$ cat src/awt_defs.svh
// register map, field positions, reset values and timing counts of the watchdog
// How it works
// (RULE1) counter width is a build-time parameter, 16 or 32 bits, never changed at run time
// (RULE2) counter width defaults to 32 bits; 16 bits is the only alternative
// (RULE3) counter loads from the stored load value and counts down only while enabled
// (RULE4) enabled counter reaching zero asserts the system timeout reset output
// (RULE5) timeout reset output is active high for exactly four clock cycles per timeout
// (RULE6) any write to the refresh address reloads the counter; written data is ignored
// (RULE7) writing the load register restarts the count from the new value at once
// (RULE8) counter decrements only on single-cycle prescaler enable pulses, no derived clock
// (RULE9) prescaler runs on the bus clock, pulsing every 2 to 1024 periods
// (RULE10) software must refresh often enough that the counter never reaches zero
// (RULE11) a bus reset input initialises the bus-side logic and registers
// (RULE12) the pulse circuitry is cleared only by its own active-low reset input
// (RULE13) that pulse-logic reset is asserted on hardware reset only, never by the timeout
// (RULE14) control bit 4 is enable, reset 0; bits 3:0 select the prescale
// (RULE15) prescale code 0 divides by 2, doubling to code 9 for 1024; higher codes 1024
// (RULE16) refresh address reads zero; current count readable from a read-only register
// (RULE17) at zero the counter holds and pulses no more until reloaded
// (RULE18) while disabled the counter holds and the prescaler issues no pulses
`ifndef AWT_DEFS_SVH
`define AWT_DEFS_SVH

`define AWT_ADR_W          8
`define AWT_OFF_LOAD       8'h00
`define AWT_OFF_VALUE      8'h04
`define AWT_OFF_CTRL       8'h08
`define AWT_OFF_REFRESH    8'h0C

`define AWT_CTRL_EN_BIT    4
`define AWT_CTRL_PS_MSB    3
`define AWT_CTRL_PS_LSB    0

`define AWT_LOAD_RST       32'h0000_0000
`define AWT_VALUE_RST      32'hFFFF_FFFF
`define AWT_CTRL_EN_RST    1'h0
`define AWT_CTRL_PS_RST    4'h0

`define AWT_CNT_W_DEFAULT  32
`define AWT_PS_MAX_CODE    4'h9
`define AWT_PS_CNT_W       10
`define AWT_PULSE_CYCLES   3'h4

`endif

$ cat src/awt_pkg.sv
// types shared by the watchdog top level and its prescaler and pulse generator
package awt_pkg;

   // bus-side state of the top level
   typedef struct packed {
      logic [31:0] load;
      logic [31:0] count;
      logic        enable;
      logic [3:0]  prescale;
      logic        ack;
      logic [31:0] rdata;
      logic        fire;
   } awt_regs_s;

   // prescaler state
   typedef struct packed {
      logic [9:0] div_cnt;
      logic       tick;
   } awt_pre_s;

   // timeout pulse state
   typedef struct packed {
      logic       sync_a;
      logic       sync_b;
      logic [2:0] remain;
      logic       pulse;
   } awt_pls_s;

   // control fields as seen by the prescaler
   typedef struct packed {
      logic       enable;
      logic [3:0] prescale;
   } awt_ctrl_s;

endpackage

$ cat src/awt_prescaler.sv
// prescaler: one-cycle count enable every 2..1024 clock periods
`include "awt_defs.svh"
`timescale 1ns/1ps
`default_nettype none
module awt_prescaler (
   // clock and reset
   input  wire logic              clk_i,
   input  wire logic              rst_i,
   // control
   input  wire awt_pkg::awt_ctrl_s ctrl_i,
   input  wire logic              restart_i,
   // enable pulse
   output logic                   tick_o
);
   import awt_pkg::*;

   awt_pre_s                 s_q;
   awt_pre_s                 s_d;
   logic [3:0]               code;
   logic [`AWT_PS_CNT_W-1:0] last;

   always_comb begin
      s_d  = s_q;
      code = (ctrl_i.prescale > `AWT_PS_MAX_CODE) ? `AWT_PS_MAX_CODE : ctrl_i.prescale; // [RULE15]
      last = {{(`AWT_PS_CNT_W-1){1'b0}}, 1'b1};
      last = (last << (code + 4'h1)) - 10'h001;
      s_d.tick = 1'b0;
      if (!ctrl_i.enable || restart_i) begin
         s_d.div_cnt = '0;                                 // [RULE18]
      end else if (s_q.div_cnt >= last) begin
         s_d.div_cnt = '0;
         s_d.tick    = 1'b1;                               // [RULE9]
      end else begin
         s_d.div_cnt = s_q.div_cnt + 10'h001;
      end
   end

   always_ff @(posedge clk_i) begin
      if (rst_i) begin
         s_q <= '0;
      end else begin
         s_q <= s_d;
      end
   end

   assign tick_o = s_q.tick;
endmodule // awt_prescaler
`default_nettype wire

$ cat src/awt_pulse_gen.sv
// timeout pulse generator with its own active-low reset
`include "awt_defs.svh"
`timescale 1ns/1ps
`default_nettype none
module awt_pulse_gen (
   // clock and dedicated reset pin
   input  wire logic clk_i,
   input  wire logic pulse_logic_reset_n_i,
   // trigger and output
   input  wire logic fire_i,
   output logic      timeout_reset_out_o
);
   import awt_pkg::*;

   awt_pls_s s_q;
   awt_pls_s s_d;

   // the reset pin is synchronised; only the second stage is read
   always_comb begin
      s_d        = s_q;
      s_d.sync_a = pulse_logic_reset_n_i;
      s_d.sync_b = s_q.sync_a;
      if (!s_q.sync_b) begin
         s_d.remain = '0;                                   // [RULE12]
         s_d.pulse  = 1'b0;
      end else if (s_q.remain != 3'h0) begin
         s_d.remain = s_q.remain - 3'h1;
         s_d.pulse  = 1'b1;                                 // [RULE5]
      end else if (fire_i) begin
         s_d.remain = `AWT_PULSE_CYCLES - 3'h1;
         s_d.pulse  = 1'b1;                                 // [RULE4]
      end else begin
         s_d.pulse  = 1'b0;
      end
   end

   // no bus reset here: a timeout cannot cut its own pulse short
   always_ff @(posedge clk_i) begin
      s_q <= s_d;                                           // [RULE13]
   end

   assign timeout_reset_out_o = s_q.pulse;
endmodule // awt_pulse_gen
`default_nettype wire

$ cat src/awt_top.sv
// watchdog top level: wishbone register slave, down-counter and timeout output
//
// Decided for this implementation: register access over Wishbone and the placing of the registers.
`include "awt_defs.svh"
`timescale 1ns/1ps
`default_nettype none
module awt_top #(
   parameter int CNT_W = `AWT_CNT_W_DEFAULT                   // 16 or 32
) (
   // clock and bus reset
   input  wire logic                  clk_i,
   input  wire logic                  rst_i,
   // dedicated reset of the pulse circuitry
   input  wire logic                  pulse_logic_reset_n_i,
   // wishbone classic slave
   input  wire logic                  wb_cyc_i,
   input  wire logic                  wb_stb_i,
   input  wire logic                  wb_we_i,
   input  wire logic [`AWT_ADR_W-1:0] wb_adr_i,
   input  wire logic [3:0]            wb_sel_i,
   input  wire logic [31:0]           wb_dat_i,
   output logic [31:0]                wb_dat_o,
   output logic                       wb_ack_o,
   // system reset request
   output logic                       timeout_reset_out_o
);
   import awt_pkg::*;

   localparam logic [31:0] CNT_MASK = (CNT_W == 16) ? 32'h0000_FFFF : 32'hFFFF_FFFF; // [RULE1] [RULE2]

   localparam awt_regs_s REGS_RST = '{
      load:     `AWT_LOAD_RST,
      count:    `AWT_VALUE_RST & CNT_MASK,
      enable:   `AWT_CTRL_EN_RST,
      prescale: `AWT_CTRL_PS_RST,
      ack:      1'b0,
      rdata:    32'h0000_0000,
      fire:     1'b0
   };

   awt_regs_s   s_q;
   awt_regs_s   s_d;
   awt_ctrl_s   ctrl;
   logic        req;
   logic        commit;
   logic        wr;
   logic        sel_load;
   logic        sel_value;
   logic        sel_ctrl;
   logic        sel_refresh;
   logic        load_wr;
   logic        refresh_wr;
   logic        ctrl_wr;
   logic        tick;
   logic        restart;
   logic [31:0] lane_mask;
   logic [31:0] new_load;
   logic [31:0] ctrl_word;
   logic [31:0] new_ctrl;
   logic [31:0] read_word;

   // any build width other than 16 gives the 32-bit counter
   // byte lanes from the select lines
   generate
      for (genvar b = 0; b < 4; b++) begin : g_lane
         assign lane_mask[8*b +: 8] = {8{wb_sel_i[b]}};
      end
   endgenerate

   // address decode
   always_comb begin
      sel_load    = 1'b0;
      sel_value   = 1'b0;
      sel_ctrl    = 1'b0;
      sel_refresh = 1'b0;
      unique case (wb_adr_i)
         `AWT_OFF_LOAD:    sel_load    = 1'b1;
         `AWT_OFF_VALUE:   sel_value   = 1'b1;
         `AWT_OFF_CTRL:    sel_ctrl    = 1'b1;
         `AWT_OFF_REFRESH: sel_refresh = 1'b1;
         default: begin
            sel_load    = 1'b0;
         end
      endcase
   end

   // first cycle of a request raises ack; the write lands on the ack edge
   assign req        = wb_cyc_i & wb_stb_i;
   assign commit     = req & s_q.ack;
   assign wr         = commit & wb_we_i;
   assign load_wr    = wr & sel_load;
   assign refresh_wr = wr & sel_refresh;                    // [RULE6]
   assign ctrl_wr    = wr & sel_ctrl;

   // write data merged with the current contents under the byte lanes
   assign new_load  = ((s_q.load & ~lane_mask) | (wb_dat_i & lane_mask)) & CNT_MASK;
   assign ctrl_word = {27'h0, s_q.enable, s_q.prescale};
   assign new_ctrl  = (ctrl_word & ~lane_mask) | (wb_dat_i & lane_mask);

   // read multiplexer; unmapped and refresh addresses read zero
   always_comb begin
      read_word = 32'h0000_0000;
      if (sel_load) begin
         read_word = s_q.load & CNT_MASK;
      end else if (sel_value) begin
         read_word = s_q.count & CNT_MASK;                  // [RULE16]
      end else if (sel_ctrl) begin
         read_word = ctrl_word;
      end else if (sel_refresh) begin
         read_word = 32'h0000_0000;                         // [RULE16]
      end
   end

   // every reload restarts the prescale interval
   assign restart = load_wr | refresh_wr;

   always_comb begin
      s_d      = s_q;
      s_d.fire = 1'b0;

      // bus handshake
      s_d.ack = req & ~s_q.ack;
      if (req && !s_q.ack && !wb_we_i) begin
         s_d.rdata = read_word;
      end

      // register writes
      if (load_wr) begin
         s_d.load = new_load;
      end
      if (ctrl_wr) begin
         s_d.enable   = new_ctrl[`AWT_CTRL_EN_BIT];                      // [RULE14]
         s_d.prescale = new_ctrl[`AWT_CTRL_PS_MSB:`AWT_CTRL_PS_LSB];     // [RULE14]
      end

      // down-counter
      if (load_wr) begin
         s_d.count = new_load;                              // [RULE7]
      end else if (refresh_wr) begin
         s_d.count = s_q.load & CNT_MASK;                   // [RULE3] [RULE6]
      end else if (s_q.enable && tick && s_q.count != 32'h0000_0000) begin
         s_d.count = (s_q.count - 32'h0000_0001) & CNT_MASK; // [RULE3] [RULE8]
         s_d.fire  = (s_q.count == 32'h0000_0001);          // [RULE4]
      end else begin
         s_d.count = s_q.count;                             // [RULE17] [RULE18]
      end
   end

   always_ff @(posedge clk_i) begin
      if (rst_i) begin
         s_q <= REGS_RST;                                   // [RULE11]
      end else begin
         s_q <= s_d;
      end
   end

   // control fields to the prescaler
   assign ctrl.enable   = s_q.enable;
   assign ctrl.prescale = s_q.prescale;

   awt_prescaler u_prescaler (
      .clk_i     (clk_i),
      .rst_i     (rst_i),
      .ctrl_i    (ctrl),
      .restart_i (restart),
      .tick_o    (tick)
   );

   awt_pulse_gen u_pulse_gen (
      .clk_i                 (clk_i),
      .pulse_logic_reset_n_i (pulse_logic_reset_n_i),
      .fire_i                (s_q.fire),
      .timeout_reset_out_o   (timeout_reset_out_o)
   );

   assign wb_ack_o = s_q.ack;
   assign wb_dat_o = s_q.rdata;
endmodule // awt_top
`default_nettype wire

$ cat config.mk
export PLATFORM = sky130hd
export DESIGN_NAME = awt_top
export DESIGN_NICKNAME = d
export VERILOG_FILES = /design/src/awt_pkg.sv /design/src/awt_prescaler.sv /design/src/awt_pulse_gen.sv /design/src/awt_top.sv
export VERILOG_INCLUDE_DIRS = /design/src
export SDC_FILE = /design/constraint.sdc
export NUM_CORES = 1
export LEC_CHECK = 0
export ABC_CLOCK_PERIOD_IN_PS = 4110
export BUFFER_PORTS_ARGS = -buffer_cell sky130_fd_sc_hd__clkbuf_2
export CAP_MARGIN = 25
export CORE_MARGIN = 5
export CORE_UTILIZATION = 45
export DETAILED_ROUTE_END_ITERATION = 8
export PLACE_DENSITY = 0.66
export SYNTH_ARGS = -nofsm -noshare
export SYNTH_HDL_FRONTEND = slang
export SYNTH_SLANG_ARGS = --single-unit
$ cat constraint.sdc
create_clock -name clk_i -period 4.11 [get_ports clk_i]
set_input_delay 0.411 -clock clk_i [delete_from_list [all_inputs] [get_ports clk_i]]
set_output_delay 0.411 -clock clk_i [all_outputs]
set_load 0.1 [all_outputs]
# ---- Word level (Yosys, flattened, before mapping)
# Cells that the tools add are included.
# W data, S select, Z words.
dict set report op_classes {
  n_addsub 5
  bitwise_logic 16
  muxes 15
  shift 1
  n_lt_le_gt_ge 2
  div 0
  mul 0
  n_reduce_logical 16
  n_eq_ne 4
}
# operator count
set ops {}
lappend ops {{$mux W32} 5}
lappend ops {{$and A32 B32 Y32} 2}
lappend ops {{$eq A32 B1 Y1 const B} 1}
lappend ops {{$not A32 Y32} 1}
lappend ops {{$or A32 B32 Y32} 1}
lappend ops {{$reduce_bool A32 Y1} 1}
lappend ops {{$sub A32 B1 Y32 const B} 1}
lappend ops {{$eq A8 B4 Y1 const B} 2}
lappend ops {{$add A10 B1 Y10 const B} 1}
lappend ops {{$ge A10 B10 Y1} 1}
lappend ops {{$shl A1 B4 Y10 const A} 1}
lappend ops {{$sub A10 B1 Y10 const B} 1}
lappend ops {{$eq A8 B3 Y1 const B} 1}
lappend ops {{$logic_not A8 Y1} 1}
lappend ops {{$mux W4} 2}
lappend ops {{$and A1 B1 Y1} 7}
lappend ops {{$mux W1} 6}
lappend ops {{$reduce_bool A3 Y1} 2}
lappend ops {{$and A5 B5 Y5} 1}
lappend ops {{$mux W5} 1}
lappend ops {{$or A5 B5 Y5} 1}
lappend ops {{$add A4 B1 Y4 const B} 1}
lappend ops {{$gt A4 B4 Y1 const B} 1}
lappend ops {{$logic_and A1 B1 Y1} 4}
lappend ops {{10 further kinds} 13}
dict set report word_totals {
  mem_count 0
  wordCells 72
  output_inout_bits 34
  register_bits 120
  mem_bits_ro 0
  ram_bits 0
  latchBits 0
}

# ---- Longest topological paths before layout
dict set report depth {
  word_depth 7
  mapped_depth 14
  depth_no_buf 11
}

# ---- Hierarchy
# From an unflattened synthesis, not the netlist that was laid out.
dict set report unflattened {
  hier_cells 830
  hier_area_um2 6854.1
}
# module seq_area_each_um2 area_per_inst_um2 cells_per_inst instances
set by_module_without_submodules {}
lappend by_module_without_submodules {awt_top 2062.0 5718.0 715 1}
lappend by_module_without_submodules {awt_prescaler 220.2 884.6 92 1}
lappend by_module_without_submodules {awt_pulse_gen 120.1 251.5 23 1}

# ---- Worst setup path after synthesis
# Ideal clock, no wire load.
dict set report synth_path {
  path_kind {flip-flop to flip-flop}
  start {reg (tool-made name)}
  end {reg u_prescaler.s_q[10] in the netlist's numbering}
  t_arrival_ns 2.782
  path_stages_with_launch 15
  path_buffers 3
  setup_time_ns 0.086
  period_less_slack_ns 2.867
  slack_ns 1.243
  cell_sequence {dfxtp_1 > clkbuf_1 > or2_2 > nand2b_1 > ha_1 > clkbuf_1 > nor4b_1 > a21o_1 > a21boi_0 > ha_1 > a21o_1 > a21o_1 > a221o_1 > clkbuf_1 > a211oi_1}
}
# item line_no
set synth_rtl {}
lappend synth_rtl {{end signal, assigned} awt_prescaler.sv:40} ;# s_q <= '0;
lappend synth_rtl {{end signal, assigned} awt_prescaler.sv:42} ;# s_q <= s_d;
lappend synth_rtl {{end, declared} awt_prescaler.sv:17} ;# awt_pre_s s_q;

# ---- Worst setup path in the final report
dict set report layout_path {
  start {reg s_q[40] in the netlist's numbering}
  end {reg s_q[39] in the netlist's numbering}
}
dict set report layout_via {
  elab_chain_len 3
}
# item line_no
set layout_rtl {}
lappend layout_rtl {{start, declared} awt_top.sv:41} ;# awt_regs_s s_q;
lappend layout_rtl {{start signal, assigned} awt_top.sv:151} ;# s_q <= REGS_RST;
lappend layout_rtl {{start signal, assigned} awt_top.sv:153} ;# s_q <= s_d;
lappend layout_rtl {{$reduce_bool A32 Y1} awt_top.sv:141} ;# end else if (s_q.enable && tick && s_q.count != 32'h0000_0000) begin
lappend layout_rtl {{$logic_and A1 B1 Y1} awt_top.sv:141}
lappend layout_rtl {{$reduce_bool A3 Y1 (no line)} --}
# Every way passes these cells.
# A chain may end at the register's enable or synchronous reset.

==> results.cfg <==
[status]
status = complete, no violations

[critical_path]
path_buf_inv = 1
crit_path_max_incr_delay_ns = 0.66
cp-end-kind = register
worstPathMaxFanout = 30
critical-path-slowest-cell = sky130_fd_sc_hd__nor2_4
cp_num_cells = 8
critPathKind = reg -> reg
worstSetupStartpointType = register
ff2ff_path_depth = 8
critPathArrivalTime_ns = 3.32
cp_top_family = simple AND/OR/NAND/NOR gates
cp_cell_sequence = inv_1 > ha_1 > nor3b_2 > nand3_2 > o31a_1 > nor2_4 > a2111oi_0 > a211o_1
cp_data_required_time_ns = 4.42

[clock_tree]
clk_pin_slew_ns = 0.06
max-clock-path-buffers = 2
clock-sinks = 120
clk_latency_ns = 0.42
postCtsSetupBuffers = 0
cts_tree = yes
cts_max_level = 4
cts.repair.resized = 0
ctsRootBufferMaster = sky130_fd_sc_hd__clkbuf_16
cts_inserted_buffers = 17
cts_hold_buf = 0

[route]
wire_per_inst_um = 18.1
initialDrtViolationCount = 517
final_antenna_net_count = 0
drtPass1Iterations = 5
vias = 6295
postRouteWirelength_um = 18900
routed_via_density = 6.04
route.detailed.drc = 0

[yosys]
async_flop_share_pct = 0
yosys_most_used_dff = sky130_fd_sc_hd__dfxtp_1
netlist_top_cells_count = sky130_fd_sc_hd__dfxtp_1 (120), sky130_fd_sc_hd__nor2_1 (96), sky130_fd_sc_hd__nand2_1 (74), sky130_fd_sc_hd__nor3_1 (57), sky130_fd_sc_hd__clkbuf_1 (47)
syn_inst = 830
ys_types = 67
avgSynthCellArea_sq_um = 8.14
synthMostInstantiatedCell = sky130_fd_sc_hd__dfxtp_1
yosys_register_bits = 120
yosys.area.top_type_share_pct = 35.5
synth-edff-count = 0
synthDominantAreaCellType = sky130_fd_sc_hd__dfxtp_1
ys_warn_count = 0
yosysSeqAreaShare_pct = 35.5
synth_area_sq_um = 6760
main_area_contributors_after_synthesis = sky130_fd_sc_hd__dfxtp_1 (36%), sky130_fd_sc_hd__nor2_1 (5.3%), sky130_fd_sc_hd__mux2i_1 (5.2%)

[floorplanning]
fp-row-count = 44
ios = 84
dieArea_sq_um = 17600
fp.dieW_um = 133
core_sq_um = 14600
initial_core_util_pct = 46.1
die-height_um = 133

[sta]
final.period_utilization_pct = 73.1
tightestPinTransition_ns = 0.978
final.setup_skew_ns = 0.00791
clock_period_minus_worst_slack_ns = 3.00
max_fclk_mhz = 333
maxSlewViolCount = 0
final-setup-viol-count = 0
timing.final.ws_setup_ns = 1.11
finalHoldViolCount = 0
max_slew_margin_pct = 34.8
totalNegativeSetupSlack_ns = 0
rsz0062_at_grt = no

[global_routing]
initial_antenna_violation_count = 0
number_of_global_route_vias_before_repair = 5770
grt_start_max_net_pins = 92
grt_first_pass_wirelength_um = 30500
globalRouteTotalUtil_pct = 21.3
overflow = 0

[layout]
post_route_cells_drive_above_1_share_pct = 17.2
nFillCells = 1431
ff_latch_area_sq_um = 2400
diodes = 0
final_nets = 914
final-instance-count-excl-fill = 1043
multi_input_area_sq_um = 3790
area_growth_syn_to_layout_pct = 12.0

[placement]
place_congestion = 0.907
io_buffers = 83
post-place-ws_ns = 1.17
hpwl_um = 13000
dp_cells = 1012

[pwr]
powerDensity_nw_per_um2 = 394
ir_worst_vdd_mv = 0.286
leakage_nw = 2.98

[hold_path]
worst_hold_path.num_cells = 1
min-delay-path-class = in -> reg

[job]
cap_viol_max_count = 0
cells in the final DEF, fill, tap and decap left out, drive strengths merged, types with 25 or more instances in the layout:
cell	n
clkbuf	102
nor2	97
nand3	26
a221oi	28
dfxtp	120
o22ai	25
o21ai	31
mux2i	35
nand2	74
nor3	58
a21oi	35
through the flow:
stage                     hold slack, ns  total power [mW]  utilization [%]  instance area (sq um)
final                             0.0845              2.98             51.7                   7570
after global routing              0.0678              3.08             51.7                   7570
after detailed placement           0.315              1.47             47.5                   6950
after CTS                         0.0721              3.01             51.7                   7570
after global placement             0.315              1.47             47.5                   6950
after floorplan                    0.310              1.42                -                   6760
logic make-up (layout without fill, tap and decap cells):
family | after synthesis | after routing | synth area share (%)
multiplexers | 42 | 42 | 6.35
adder cells (fa/ha/maj) | 17 | 17 | 3.15
flip-flops | 120 | 120 | 35.5
other | 1 | 2 | 0.0555
buffers and inverters | 107 | 135 | 8.61
AO/OA/AOI/OAI | 198 | 198 | 20.3
AND/OR/NAND/NOR | 328 | 328 | 23.8
XOR/XNOR | 17 | 17 | 2.20
per-layer routing:
| layer | track usage (%) | wire, um | up-vias |
|---|---|---|---|
| met1 | 28.6 | 8680 | 2973 |
| met5 | 0 | 0 | - |
| met3 | 5.50 | 1230 | 39 |
| met2 | 33.6 | 8600 | 205 |
| met4 | 6.93 | 363 | 0 |
| li1 | - | - | 3078 |
registers in the layout, indices dropped and copies added (netlist names), named ones only:
name                             count
s_q                                 65
u_prescaler.s_q                     10
u_prescaler.tick_o                   1
u_pulse_gen.s_d                      1
u_pulse_gen.s_q                      4
u_pulse_gen.timeout_reset_out_o      1
wb_ack_o                             1
wb_dat_o                            32
where the power goes:
part           total [mW]  internal, mW  switching, mW
sequential           1.18          1.18        0.00672
clock                1.54         0.996          0.543
combinational       0.261        0.0636          0.198
total                2.98          2.24          0.748
worst register-to-register path: stages, from the launching register on:
cell and delay [ns]:
sky130_fd_sc_hd__dfxtp_1 0.32, sky130_fd_sc_hd__inv_1 0.12, sky130_fd_sc_hd__ha_1 0.24, sky130_fd_sc_hd__nor3b_2 0.35, sky130_fd_sc_hd__nand3_2 0.22, sky130_fd_sc_hd__o31a_1 0.50, sky130_fd_sc_hd__nor2_4 0.66, sky130_fd_sc_hd__a2111oi_0 0.18
sky130_fd_sc_hd__a211o_1 0.30
cell type report:
cell class	count	area share, %
Sequential cell	120	31.7
Inverter	12	0.595
Tap cell	184	3.04
Multi-Input combinational cell	604	50.1
Timing Repair Buffer	92	6.38
Clock buffer	20	6.17
Clock inverter	11	1.95
worst paths after layout:
check / start / end / slack, ns
worst max-delay path: s_q[40] / s_q[39] / 1.11
worst min register to register: u_pulse_gen.s_d[4] / u_pulse_gen.s_q[4] / 0.33
worst max register to register: s_q[40] / s_q[39] / 1.11
worst min-delay path: pulse_logic_reset_n_i / u_pulse_gen.s_d[4] / 0.08
(Power assumes the default switching activity.)
